==> src/display_fifo_fifo_test_access_enable_pkg.sv <==
// Constants, register map and a helper function for the display FIFO test access block.
package display_fifo_fifo_test_access_enable_pkg;

  // ==========================================================================
  // Widths and depths
  // ==========================================================================
  localparam int ADDR_W   = 16;
  localparam int DATA_W   = 32;
  localparam int DISP_W   = 64;
  localparam int PTR_W    = 4;
  localparam int CTRL_W   = 4;

  // ==========================================================================
  // Register offsets
  // ==========================================================================
  localparam logic [ADDR_W-1:0] OFF_DISP_PORT = 16'h8378;
  localparam logic [ADDR_W-1:0] OFF_COMP_PORT = 16'h837C;
  localparam logic [ADDR_W-1:0] OFF_CTRL      = 16'h8380;
  localparam logic [ADDR_W-1:0] OFF_STATUS    = 16'h8384;

  // ==========================================================================
  // Control register fields and reset value
  // ==========================================================================
  localparam int BIT_TEST_EN     = 0;
  localparam int BIT_LOAD_EN     = 1;
  localparam int BIT_OUT_TEST_EN = 2;
  localparam int BIT_READ_SEL    = 3;
  localparam logic [CTRL_W-1:0] CTRL_RESET = 4'h2;

  // ==========================================================================
  // Status register fields
  // ==========================================================================
  localparam int STAT_DISP_WPTR = 0;
  localparam int STAT_DISP_RPTR = 4;
  localparam int STAT_COMP_WPTR = 8;
  localparam int STAT_COMP_RPTR = 12;
  localparam int STAT_DISP_WHALF = 16;
  localparam int STAT_DISP_RHALF = 17;
  localparam int STAT_DISP_PRIMED = 18;
  localparam int STAT_COMP_PRIMED = 19;

  // ==========================================================================
  // Helpers
  // ==========================================================================
  function automatic logic [PTR_W-1:0] ptrInc(input logic [PTR_W-1:0] ptr);
    ptrInc = ptr + 4'h1;
  endfunction

endpackage

==> src/fifo_test_ram.sv <==
// Flip-flop storage array with one write port and one combinational read port.
`timescale 1ns/1ps
module fifo_test_ram #(
  parameter int WIDTH = 32,
  parameter int PTR_W = 4
) (
  input  wire logic             clk,
  input  wire logic             wrEn,
  input  wire logic [PTR_W-1:0] wrIdx,
  input  wire logic [WIDTH-1:0] wrData,
  input  wire logic [PTR_W-1:0] rdIdx,
  output logic      [WIDTH-1:0] rdData
);

  logic [WIDTH-1:0] mem [2**PTR_W];

  always_ff @(posedge clk) begin
    if (wrEn) begin
      mem[wrIdx] <= wrData;
    end
  end

  assign rdData = mem[rdIdx];

endmodule

==> src/display_fifo_fifo_test_access_enable_access.sv <==
// Software test access to the display pixel FIFO and the compressed-data FIFO.
//
// Implementation choice: the address-and-strobe port.
`timescale 1ns/1ps
// Function
// [RULE1] Software sets test enable and clears display load enable before display port access.
// [RULE2] Software writes the display port an even number of times.
// [RULE3] Display write pointer advances after every second display port write.
// [RULE4] One ignored read loads the output latch; later reads return written data in order.
// [RULE5] Display read pointer advances after every second data read.
// [RULE6] Software leaves at least four clocks between display port reads.
// [RULE7] Compressed access needs both test enables set and load enable clear; writes also need read select clear.
// [RULE8] Compressed write pointer advances after every compressed port write.
// [RULE9] Read select high, then one ignored read loads latch; later reads return data.
// [RULE10] Compressed read pointer advances after every compressed port read.
// [RULE11] With test enable low, port accesses leave every FIFO pointer untouched.
module display_fifo_fifo_test_access_enable_access (
  input  wire logic        clk,
  input  wire logic        rst_n,
  input  wire logic [15:0] regAddr,
  input  wire logic [31:0] regWrData,
  input  wire logic        regWrStrobe,
  input  wire logic        regRdStrobe,
  output logic      [31:0] regRdData
);

  // ==========================================================================
  // Control register and access qualification
  // ==========================================================================
  logic [display_fifo_fifo_test_access_enable_pkg::CTRL_W-1:0]  ctrl_q;
  logic                                      dispOk;
  logic                                      compOk;
  logic                                      dispWr;
  logic                                      dispRd;
  logic                                      compWr;
  logic                                      compRd;

  always_ff @(posedge clk) begin
    if (!rst_n) begin
      ctrl_q <= display_fifo_fifo_test_access_enable_pkg::CTRL_RESET;
    end else if (regWrStrobe && regAddr == display_fifo_fifo_test_access_enable_pkg::OFF_CTRL) begin
      ctrl_q <= regWrData[display_fifo_fifo_test_access_enable_pkg::CTRL_W-1:0];
    end
  end

  // Accesses outside test mode belong to the refresh path and are ignored.
  assign dispOk = ctrl_q[display_fifo_fifo_test_access_enable_pkg::BIT_TEST_EN] && !ctrl_q[display_fifo_fifo_test_access_enable_pkg::BIT_LOAD_EN]; // see [RULE11]
  assign compOk = dispOk && ctrl_q[display_fifo_fifo_test_access_enable_pkg::BIT_OUT_TEST_EN];
  assign dispWr = regWrStrobe && regAddr == display_fifo_fifo_test_access_enable_pkg::OFF_DISP_PORT && dispOk;
  assign dispRd = regRdStrobe && regAddr == display_fifo_fifo_test_access_enable_pkg::OFF_DISP_PORT && dispOk;
  // The read select steers the compressed port between write and read addressing.
  assign compWr = regWrStrobe && regAddr == display_fifo_fifo_test_access_enable_pkg::OFF_COMP_PORT && compOk
                  && !ctrl_q[display_fifo_fifo_test_access_enable_pkg::BIT_READ_SEL]; // see [RULE9]
  assign compRd = regRdStrobe && regAddr == display_fifo_fifo_test_access_enable_pkg::OFF_COMP_PORT && compOk
                  && ctrl_q[display_fifo_fifo_test_access_enable_pkg::BIT_READ_SEL]; // see [RULE9]

  // ==========================================================================
  // Display FIFO
  // ==========================================================================
  logic [display_fifo_fifo_test_access_enable_pkg::PTR_W-1:0]  dispWrPtr_q;
  logic [display_fifo_fifo_test_access_enable_pkg::PTR_W-1:0]  dispRdPtr_q;
  logic                                     dispWrHalf_q;
  logic                                     dispRdHalf_q;
  logic                                     dispPrimed_q;
  logic [31:0]                              dispLow_q;
  logic [display_fifo_fifo_test_access_enable_pkg::DISP_W-1:0] dispLatch_q;
  logic [display_fifo_fifo_test_access_enable_pkg::DISP_W-1:0] dispRamOut;
  logic                                     dispRamWr;
  logic                                     dispLoad;

  assign dispRamWr = dispWr && dispWrHalf_q;
  // The latch reloads on the priming read and after the upper word is read.
  assign dispLoad  = dispRd && (!dispPrimed_q || dispRdHalf_q);

  fifo_test_ram #(
    .WIDTH (display_fifo_fifo_test_access_enable_pkg::DISP_W),
    .PTR_W (display_fifo_fifo_test_access_enable_pkg::PTR_W)
  ) dispRam (
    .clk    (clk),
    .wrEn   (dispRamWr),
    .wrIdx  (dispWrPtr_q),
    .wrData ({regWrData, dispLow_q}),
    .rdIdx  (dispRdPtr_q),
    .rdData (dispRamOut)
  );

  // First write of a pair is held as the low word; the second completes the entry.
  always_ff @(posedge clk) begin
    if (!rst_n) begin
      dispWrPtr_q  <= 4'h0;
      dispWrHalf_q <= 1'b0;
      dispLow_q    <= 32'h0000_0000;
    end else if (dispWr) begin
      dispWrHalf_q <= !dispWrHalf_q;
      if (!dispWrHalf_q) begin
        dispLow_q <= regWrData;
      end else begin
        dispWrPtr_q <= display_fifo_fifo_test_access_enable_pkg::ptrInc(dispWrPtr_q); // see [RULE3]
      end
    end
  end

  always_ff @(posedge clk) begin
    if (!rst_n) begin
      dispRdPtr_q  <= 4'h0;
      dispRdHalf_q <= 1'b0;
      dispPrimed_q <= 1'b0;
      dispLatch_q  <= 64'h0000_0000_0000_0000;
    end else begin
      if (dispWr) begin
        dispPrimed_q <= 1'b0;
        dispRdHalf_q <= 1'b0;
      end else if (dispRd) begin
        dispPrimed_q <= 1'b1; // see [RULE4]
        dispRdHalf_q <= dispPrimed_q && !dispRdHalf_q;
      end
      if (dispLoad) begin
        dispLatch_q <= dispRamOut; // see [RULE4]
        dispRdPtr_q <= display_fifo_fifo_test_access_enable_pkg::ptrInc(dispRdPtr_q); // see [RULE5]
      end
    end
  end

  // ==========================================================================
  // Compressed FIFO
  // ==========================================================================
  logic [display_fifo_fifo_test_access_enable_pkg::PTR_W-1:0] compWrPtr_q;
  logic [display_fifo_fifo_test_access_enable_pkg::PTR_W-1:0] compRdPtr_q;
  logic                                    compPrimed_q;
  logic [31:0]                             compLatch_q;
  logic [31:0]                             compRamOut;

  fifo_test_ram #(
    .WIDTH (display_fifo_fifo_test_access_enable_pkg::DATA_W),
    .PTR_W (display_fifo_fifo_test_access_enable_pkg::PTR_W)
  ) compRam (
    .clk    (clk),
    .wrEn   (compWr),
    .wrIdx  (compWrPtr_q),
    .wrData (regWrData),
    .rdIdx  (compRdPtr_q),
    .rdData (compRamOut)
  );

  always_ff @(posedge clk) begin
    if (!rst_n) begin
      compWrPtr_q <= 4'h0;
    end else if (compWr) begin
      compWrPtr_q <= display_fifo_fifo_test_access_enable_pkg::ptrInc(compWrPtr_q); // see [RULE8]
    end
  end

  always_ff @(posedge clk) begin
    if (!rst_n) begin
      compRdPtr_q  <= 4'h0;
      compPrimed_q <= 1'b0;
      compLatch_q  <= 32'h0000_0000;
    end else if (compWr) begin
      compPrimed_q <= 1'b0;
    end else if (compRd) begin
      compPrimed_q <= 1'b1; // see [RULE9]
      compLatch_q  <= compRamOut;
      compRdPtr_q  <= display_fifo_fifo_test_access_enable_pkg::ptrInc(compRdPtr_q); // see [RULE10]
    end
  end

  // ==========================================================================
  // Read data
  // ==========================================================================
  logic [31:0] status;

  always_comb begin
    status = 32'h0000_0000;
    status[display_fifo_fifo_test_access_enable_pkg::STAT_DISP_WPTR +: 4] = dispWrPtr_q;
    status[display_fifo_fifo_test_access_enable_pkg::STAT_DISP_RPTR +: 4] = dispRdPtr_q;
    status[display_fifo_fifo_test_access_enable_pkg::STAT_COMP_WPTR +: 4] = compWrPtr_q;
    status[display_fifo_fifo_test_access_enable_pkg::STAT_COMP_RPTR +: 4] = compRdPtr_q;
    status[display_fifo_fifo_test_access_enable_pkg::STAT_DISP_WHALF]    = dispWrHalf_q;
    status[display_fifo_fifo_test_access_enable_pkg::STAT_DISP_RHALF]    = dispRdHalf_q;
    status[display_fifo_fifo_test_access_enable_pkg::STAT_DISP_PRIMED]   = dispPrimed_q;
    status[display_fifo_fifo_test_access_enable_pkg::STAT_COMP_PRIMED]   = compPrimed_q;
  end

  // The priming read and any refused or unmapped read return zero.
  always_ff @(posedge clk) begin
    if (!rst_n) begin
      regRdData <= 32'h0000_0000;
    end else begin
      regRdData <= 32'h0000_0000;
      if (regRdStrobe) begin
        unique case (regAddr)
          display_fifo_fifo_test_access_enable_pkg::OFF_DISP_PORT: begin
            if (dispRd && dispPrimed_q) begin
              regRdData <= dispRdHalf_q ? dispLatch_q[63:32] : dispLatch_q[31:0]; // see [RULE4]
            end
          end
          display_fifo_fifo_test_access_enable_pkg::OFF_COMP_PORT: begin
            if (compRd && compPrimed_q) begin
              regRdData <= compLatch_q; // see [RULE9]
            end
          end
          display_fifo_fifo_test_access_enable_pkg::OFF_CTRL: begin
            regRdData <= {28'h000_0000, ctrl_q};
          end
          display_fifo_fifo_test_access_enable_pkg::OFF_STATUS: begin
            regRdData <= status;
          end
          default: begin
            regRdData <= 32'h0000_0000;
          end
        endcase
      end
    end
  end

  // ==========================================================================
  // Checks
  // ==========================================================================
  chk_disp_wr_pair: assert property (@(posedge clk) disable iff (!rst_n) // see [RULE3]
    dispWr && dispWrHalf_q |=> dispWrPtr_q == display_fifo_fifo_test_access_enable_pkg::ptrInc($past(dispWrPtr_q)) && !dispWrHalf_q)
    else $error("display write pointer did not step after second write");

  chk_disp_wr_hold: assert property (@(posedge clk) disable iff (!rst_n) // see [RULE3]
    dispWr && !dispWrHalf_q |=> $stable(dispWrPtr_q) && dispWrHalf_q)
    else $error("display write pointer moved on first write of a pair");

  chk_disp_prime_zero: assert property (@(posedge clk) disable iff (!rst_n) // see [RULE4]
    dispRd && !dispPrimed_q |=> dispPrimed_q && regRdData == 32'h0000_0000 && dispLatch_q == $past(dispRamOut))
    else $error("priming read did not load the display latch");

  chk_disp_rd_order: assert property (@(posedge clk) disable iff (!rst_n) // see [RULE4]
    dispRd && dispPrimed_q && !dispRdHalf_q |=> regRdData == $past(dispLatch_q[31:0]) && $stable(dispRdPtr_q))
    else $error("display low word read back wrong");

  chk_disp_rd_pair: assert property (@(posedge clk) disable iff (!rst_n) // see [RULE5]
    dispRd && dispPrimed_q && dispRdHalf_q |=> regRdData == $past(dispLatch_q[63:32])
      && dispRdPtr_q == display_fifo_fifo_test_access_enable_pkg::ptrInc($past(dispRdPtr_q)))
    else $error("display read pointer did not step after second read");

  chk_comp_wr_step: assert property (@(posedge clk) disable iff (!rst_n) // see [RULE8]
    compWr |=> compWrPtr_q == display_fifo_fifo_test_access_enable_pkg::ptrInc($past(compWrPtr_q)))
    else $error("compressed write pointer did not step");

  chk_comp_sel_gate: assert property (@(posedge clk) disable iff (!rst_n) // see [RULE9]
    regWrStrobe && regAddr == display_fifo_fifo_test_access_enable_pkg::OFF_COMP_PORT && ctrl_q[display_fifo_fifo_test_access_enable_pkg::BIT_READ_SEL]
      |=> $stable(compWrPtr_q))
    else $error("compressed write taken while read select high");

  chk_comp_rd_step: assert property (@(posedge clk) disable iff (!rst_n) // see [RULE10]
    compRd |=> compRdPtr_q == display_fifo_fifo_test_access_enable_pkg::ptrInc($past(compRdPtr_q))
      && regRdData == ($past(compPrimed_q) ? $past(compLatch_q) : 32'h0000_0000))
    else $error("compressed read pointer or data wrong");

  chk_idle_frozen: assert property (@(posedge clk) disable iff (!rst_n) // see [RULE11]
    !ctrl_q[display_fifo_fifo_test_access_enable_pkg::BIT_TEST_EN] |=> $stable(dispWrPtr_q) && $stable(dispRdPtr_q)
      && $stable(compWrPtr_q) && $stable(compRdPtr_q))
    else $error("FIFO pointer moved outside test mode");

endmodule

==> config.mk <==
export PLATFORM = sky130hd
export DESIGN_NAME = display_fifo_fifo_test_access_enable_access
export DESIGN_NICKNAME = d
export VERILOG_FILES = /design/src/display_fifo_fifo_test_access_enable_pkg.sv /design/src/fifo_test_ram.sv /design/src/display_fifo_fifo_test_access_enable_access.sv
export SDC_FILE = /design/constraint.sdc
export NUM_CORES = 2
export LEC_CHECK = 0
export ABC_CLOCK_PERIOD_IN_PS = 20200
export CAP_MARGIN = 20
export CORE_MARGIN = 3
export CORE_UTILIZATION = 50
export DETAILED_ROUTE_END_ITERATION = 7
export DONT_BUFFER_PORTS = 1
export PLACE_DENSITY = 0.66
export SETUP_SLACK_MARGIN = 0.4
export SLEW_MARGIN = 0
export SYNTH_ARGS = -nofsm -noshare
export SYNTH_HDL_FRONTEND = slang
export SYNTH_SLANG_ARGS = --single-unit
==> constraint.sdc <==
create_clock -name clk -period 20.2 [get_ports clk]
set_clock_uncertainty 0.15 [all_clocks]
set_input_delay 3.03 -clock clk [delete_from_list [all_inputs] [get_ports clk]]
set_output_delay 3.03 -clock clk [all_outputs]
set_load 0.01 [all_outputs]
==> out/summary.log <==
INFO  yosys          syn-num-nets=3,147
INFO  pwr            power.share.combinational=0.1%
INFO  timing         maxSlewViolCount=0
INFO  timing         max_freq=0.1578GHz
INFO  worst_setup_path crit_fanout=43
INFO  worst_hold_path hp-start=compLatch_q[14]$_SDFFE_PN0P_
INFO  timing         final-hold-violation-count=0
INFO  pwr            netSwitchingFraction=18.32%
INFO  final_layout   share_of_post_route_cells_with_drive_strength_above_1=23.86%
INFO  yosys          postSynthCellCount=3,085
INFO  yosys          synth_top_flop_cell=sky130_fd_sc_hd__edfxtp_1
INFO  worst_setup_path reg2reg_setup_slack=16,170ps
INFO  timing         sum_neg_setup_slack=0ps
INFO  placed_design  place.gp.congestion=0.8131
INFO  clock_tree     tritoncts=built
INFO  worst_hold_path worstHoldPathType=register to register
INFO  pwr            power_density=95.44mW/mm²
INFO  run            cap_viol_max_count=0
INFO  yosys          number_of_synthesized_flops_with_an_enable_pin=1,536
INFO  worst_setup_path timing.critical_path.arrival=6550ps
INFO  pwr            p_leak=20.59nW
INFO  pwr            seq_power_share=55.9%
INFO  floorplan      placementRows=131
INFO  pwr            p_switching=1.262mW
INFO  worst_setup_path crit_required=20,410ps
INFO  clock_tree     clk_transition_reported_paths=50ps
INFO  floorplan      initial_core_utilization=50.43%
INFO  clock_tree     cts_root_buffer_type=sky130_fd_sc_hd__clkbuf_16
INFO  floorplan      floorplan.die_area=0.1333mm²
INFO  detailed_routing drtAntennaViolNets=0
INFO  clock_tree     htreeDepth=4
INFO  clock_tree     cts.path.max_buffers=3
INFO  placed_design  portBuffers=0
INFO  status         outcome=complete, no violations
INFO  clock_tree     post_cts.resized_instances=0
INFO  clock_tree     clock_sink_count=1,720
INFO  yosys          yosysTopAreaCellShare=71.53%
INFO  clock_tree     cts.hold.buffers_added=0
INFO  detailed_routing vias=30,949
INFO  floorplan      die_height=365.1µm
INFO  worst_hold_path hold_path_end=regRdData[14]$_SDFF_PN0_
INFO  detailed_routing detail_route.first_pass.iterations=6
INFO  clock_tree     postCtsSetupRepairBufs=0
INFO  clock_tree     clk-insertion-delay-late=750ps
INFO  global_route   grtUsageTotal=21.84%
INFO  yosys          mappedNetlistArea=0.06448mm²
INFO  yosys          synth.lib_cells_used.distinct=54
INFO  worst_setup_path rr_worst_depth=6
INFO  timing         worst_slew_pin_slew=1132ps
INFO  timing         max_slew_margin=23.52%
INFO  timing         final-setup-viol-count=0
INFO  clock_tree     cts_made_buffers=166
INFO  timing         period_minus_slack=6338ps
INFO  global_route   grt_pass1_vias=31,761
INFO  pwr            internal_power=5.627mW
INFO  yosys          post_synthesis_mean_instance_area=20.90µm²
INFO  global_route   gr_util_met2=34.79%
INFO  yosys          async_flop_share=0%
INFO  placed_design  dpl.hpwl=80,360µm
INFO  floorplan      ioPinCount=84
INFO  worst_setup_path crit-reg2reg-capture=dispLatch_q[47]$_SDFFE_PN0P_
INFO  timing         min_period_over_period=31.38%
INFO  final_layout   areaGrowthSynthToFinish=11.95%
INFO  yosys          postSynthRegisterBits=1,720
INFO  floorplan      core-area=0.1278mm²
INFO  worst_hold_path holdPathStages=2
INFO  detailed_routing finalWirelength=143,700µm
INFO  global_route   grt.overflow.total=0
INFO  detailed_routing drt_first_iter_violations=3,634
INFO  worst_setup_path worst_setup_path_end_kind=register
INFO  detailed_routing vias_per_cell=6.287
INFO  floorplan      die_width=365.1µm
INFO  pwr            design_power_total=6.889mW
INFO  global_route   use_met3=3.939%
INFO  yosys          yosysWarningCount=0
INFO  detailed_routing wirelength_per_cell=29.20µm
INFO  final_layout   num_antenna_cells=0
INFO  global_route   busiest_layer_in_global_routing=met2
INFO  global_route   grt_start_max_net_pins=142
INFO  timing         grt_setup_unrepaired=no
INFO  detailed_routing drcViolationCount=0
INFO  yosys          yosys.area.top_type=sky130_fd_sc_hd__edfxtp_1
INFO  pwr            clkPwrFrac=44.0%
INFO  worst_setup_path r2r-start=dispRdPtr_q[1]$_SDFFE_PN0P_
INFO  global_route   grt_util_met1=31.53%
INFO  worst_setup_path cp-start-kind=input pin
INFO  yosys          synth.yosys.seq_area_share=77.25%
INFO  global_route   grt_antenna_before_repair=4
INFO  final_layout   nNetsFinal=3,188
INFO  yosys          synth_area_leaders=sky130_fd_sc_hd__edfxtp_1 (72%), sky130_fd_sc_hd__mux4_2 (13%), sky130_fd_sc_hd__dfxtp_1 (5.7%)
INFO  pwr            vdd.ir_drop.worst=0.08124mV
INFO  global_route   grt_first_pass_wirelength=213,600µm
INFO  worst_setup_path timing.setup.critical_path_class=input pin to register
==> power groups by stage <==
stage               combinational, mW  clock (mW)  sequential, mW
floorplan                      0.0101           0            3.93
global placement              0.00898           0            3.93
detailed placement            0.00912           0            3.93
CTS                           0.00910        3.08            3.85
global route                   0.0100        3.23            3.85
finish                        0.00922        3.03            3.85
==> worst max path at each step <==
stage                     cells after the start  slack [ps]        start                       endpoint
final                                         6       13860  regAddr[13]  dispRam.mem[12][26]$_DFFE_PP_
after global routing                          6       13710  regAddr[13]  dispRam.mem[12][28]$_DFFE_PP_
after CTS                                     6       13890  regAddr[13]  dispRam.mem[12][25]$_DFFE_PP_
after detailed placement                      6       13070  regAddr[13]  dispRam.mem[12][25]$_DFFE_PP_
after global placement                        6       13200  regAddr[13]  dispRam.mem[14][26]$_DFFE_PP_
after floorplan                               6       10370  regAddr[13]    dispRam.mem[3][0]$_DFFE_PP_
==> kinds of logic after synthesis <==
group | synth area share (%)
adders and majority gates | 0.1940
xor gates and xnor gates | 0.1223
DFF | 77.25
AOI/OAI and AO/OA | 4.477
buffers and inverters | 1.331
muxes | 14.18
and+or+nand+nor | 2.451
==> per-layer routing <==
metal / part of all wire, % / vias to the layer above / wire length, µm
met4: 2.3 / 0 / 3237
li1: - / 12947 / -
met1: 41 / 16377 / 58520
met5: 0 / - / 0
met3: 8.7 / 224 / 12540
met2: 48 / 1401 / 69450
==> critical path: stages <==
cell                      delay (ps)
sky130_fd_sc_hd__or4b_1          660
sky130_fd_sc_hd__or4_4           670
sky130_fd_sc_hd__nor3_4          310
sky130_fd_sc_hd__nand2_1         320
sky130_fd_sc_hd__nor2_4          770
sky130_fd_sc_hd__buf_4           730
==> stage by stage <==
stage / utilization (%) / hold WS [ps] / std cells / setup WS [ps] / instance area [µm²]
after global placement: 51.95 / 303.6 / 4602 / 13200 / 66420
after detailed placement: 52.10 / 303.5 / 4610 / 13070 / 66610
after floorplan: - / 282.2 / 3085 / 10370 / 64480
after CTS: 56.29 / 309.2 / 4913 / 13890 / 71970
after global routing: 56.46 / 332.3 / 4923 / 13710 / 72180
final: 56.46 / 306.6 / 4923 / 13860 / 72180
==> synthesized netlist by cell type (all sizes together), types with 30 or more instances <==
| master | instances |
|---|---|
| a22o | 96 |
| a22oi | 192 |
| a32oi | 30 |
| buf | 63 |
| clkbuf | 132 |
| dfxtp | 184 |
| edfxtp | 1536 |
| mux2 | 35 |
| mux4 | 384 |
| nand2 | 168 |
| nand3 | 40 |
| nor2 | 43 |
| o21ai | 35 |
==> state kept, by name, summed over array words and instances, names as in the netlist <==
register and cells:
compWrPtr_q 4, dispLatch_q 64, dispRdHalf_q 1, dispWrPtr_q 4, dispPrimed_q 1, dispLow_q 32, dispRam.mem 1024, dispWrHalf_q 1
ctrl_q 4, compRam.mem 512, compPrimed_q 1, compLatch_q 32, compRdPtr_q 4, dispRdPtr_q 4, regRdData 32
==> layout make-up <==
class,instances,area [µm²]
clock inverters,63,599.3
well taps,1662,2079
inverters,7,26.28
clock buffers,240,4763
flip-flops and latches,1720,49820
multi-input cells,1163,14100
repair buffers,68,792.0
fillers,9208,55660
==> cell usage in the layout, fill, tap and decap left out, drive strengths merged, types with 4 or more instances in the layout <==
| master | count |
|---|---|
| edfxtp | 1536 |
| mux4 | 384 |
| clkbuf | 240 |
| a22oi | 192 |
| dfxtp | 184 |
| nand2 | 168 |
| a22o | 96 |
| buf | 68 |
| nor2 | 43 |
| clkinv | 43 |
| nand3 | 40 |
| o21ai | 35 |
| mux2 | 35 |
| a32oi | 30 |
| a21oi | 21 |
| nor3 | 16 |
| and2 | 12 |
| bufinv | 11 |
| nor2b | 11 |
| mux2i | 10 |
| ha | 10 |
| inv | 9 |
| nand2b | 8 |
| xnor2 | 8 |
| clkinvlp | 7 |
| nand4 | 5 |
| and3 | 5 |
| nor4 | 4 |
Note: power is estimated with default switching activity, not from simulation.
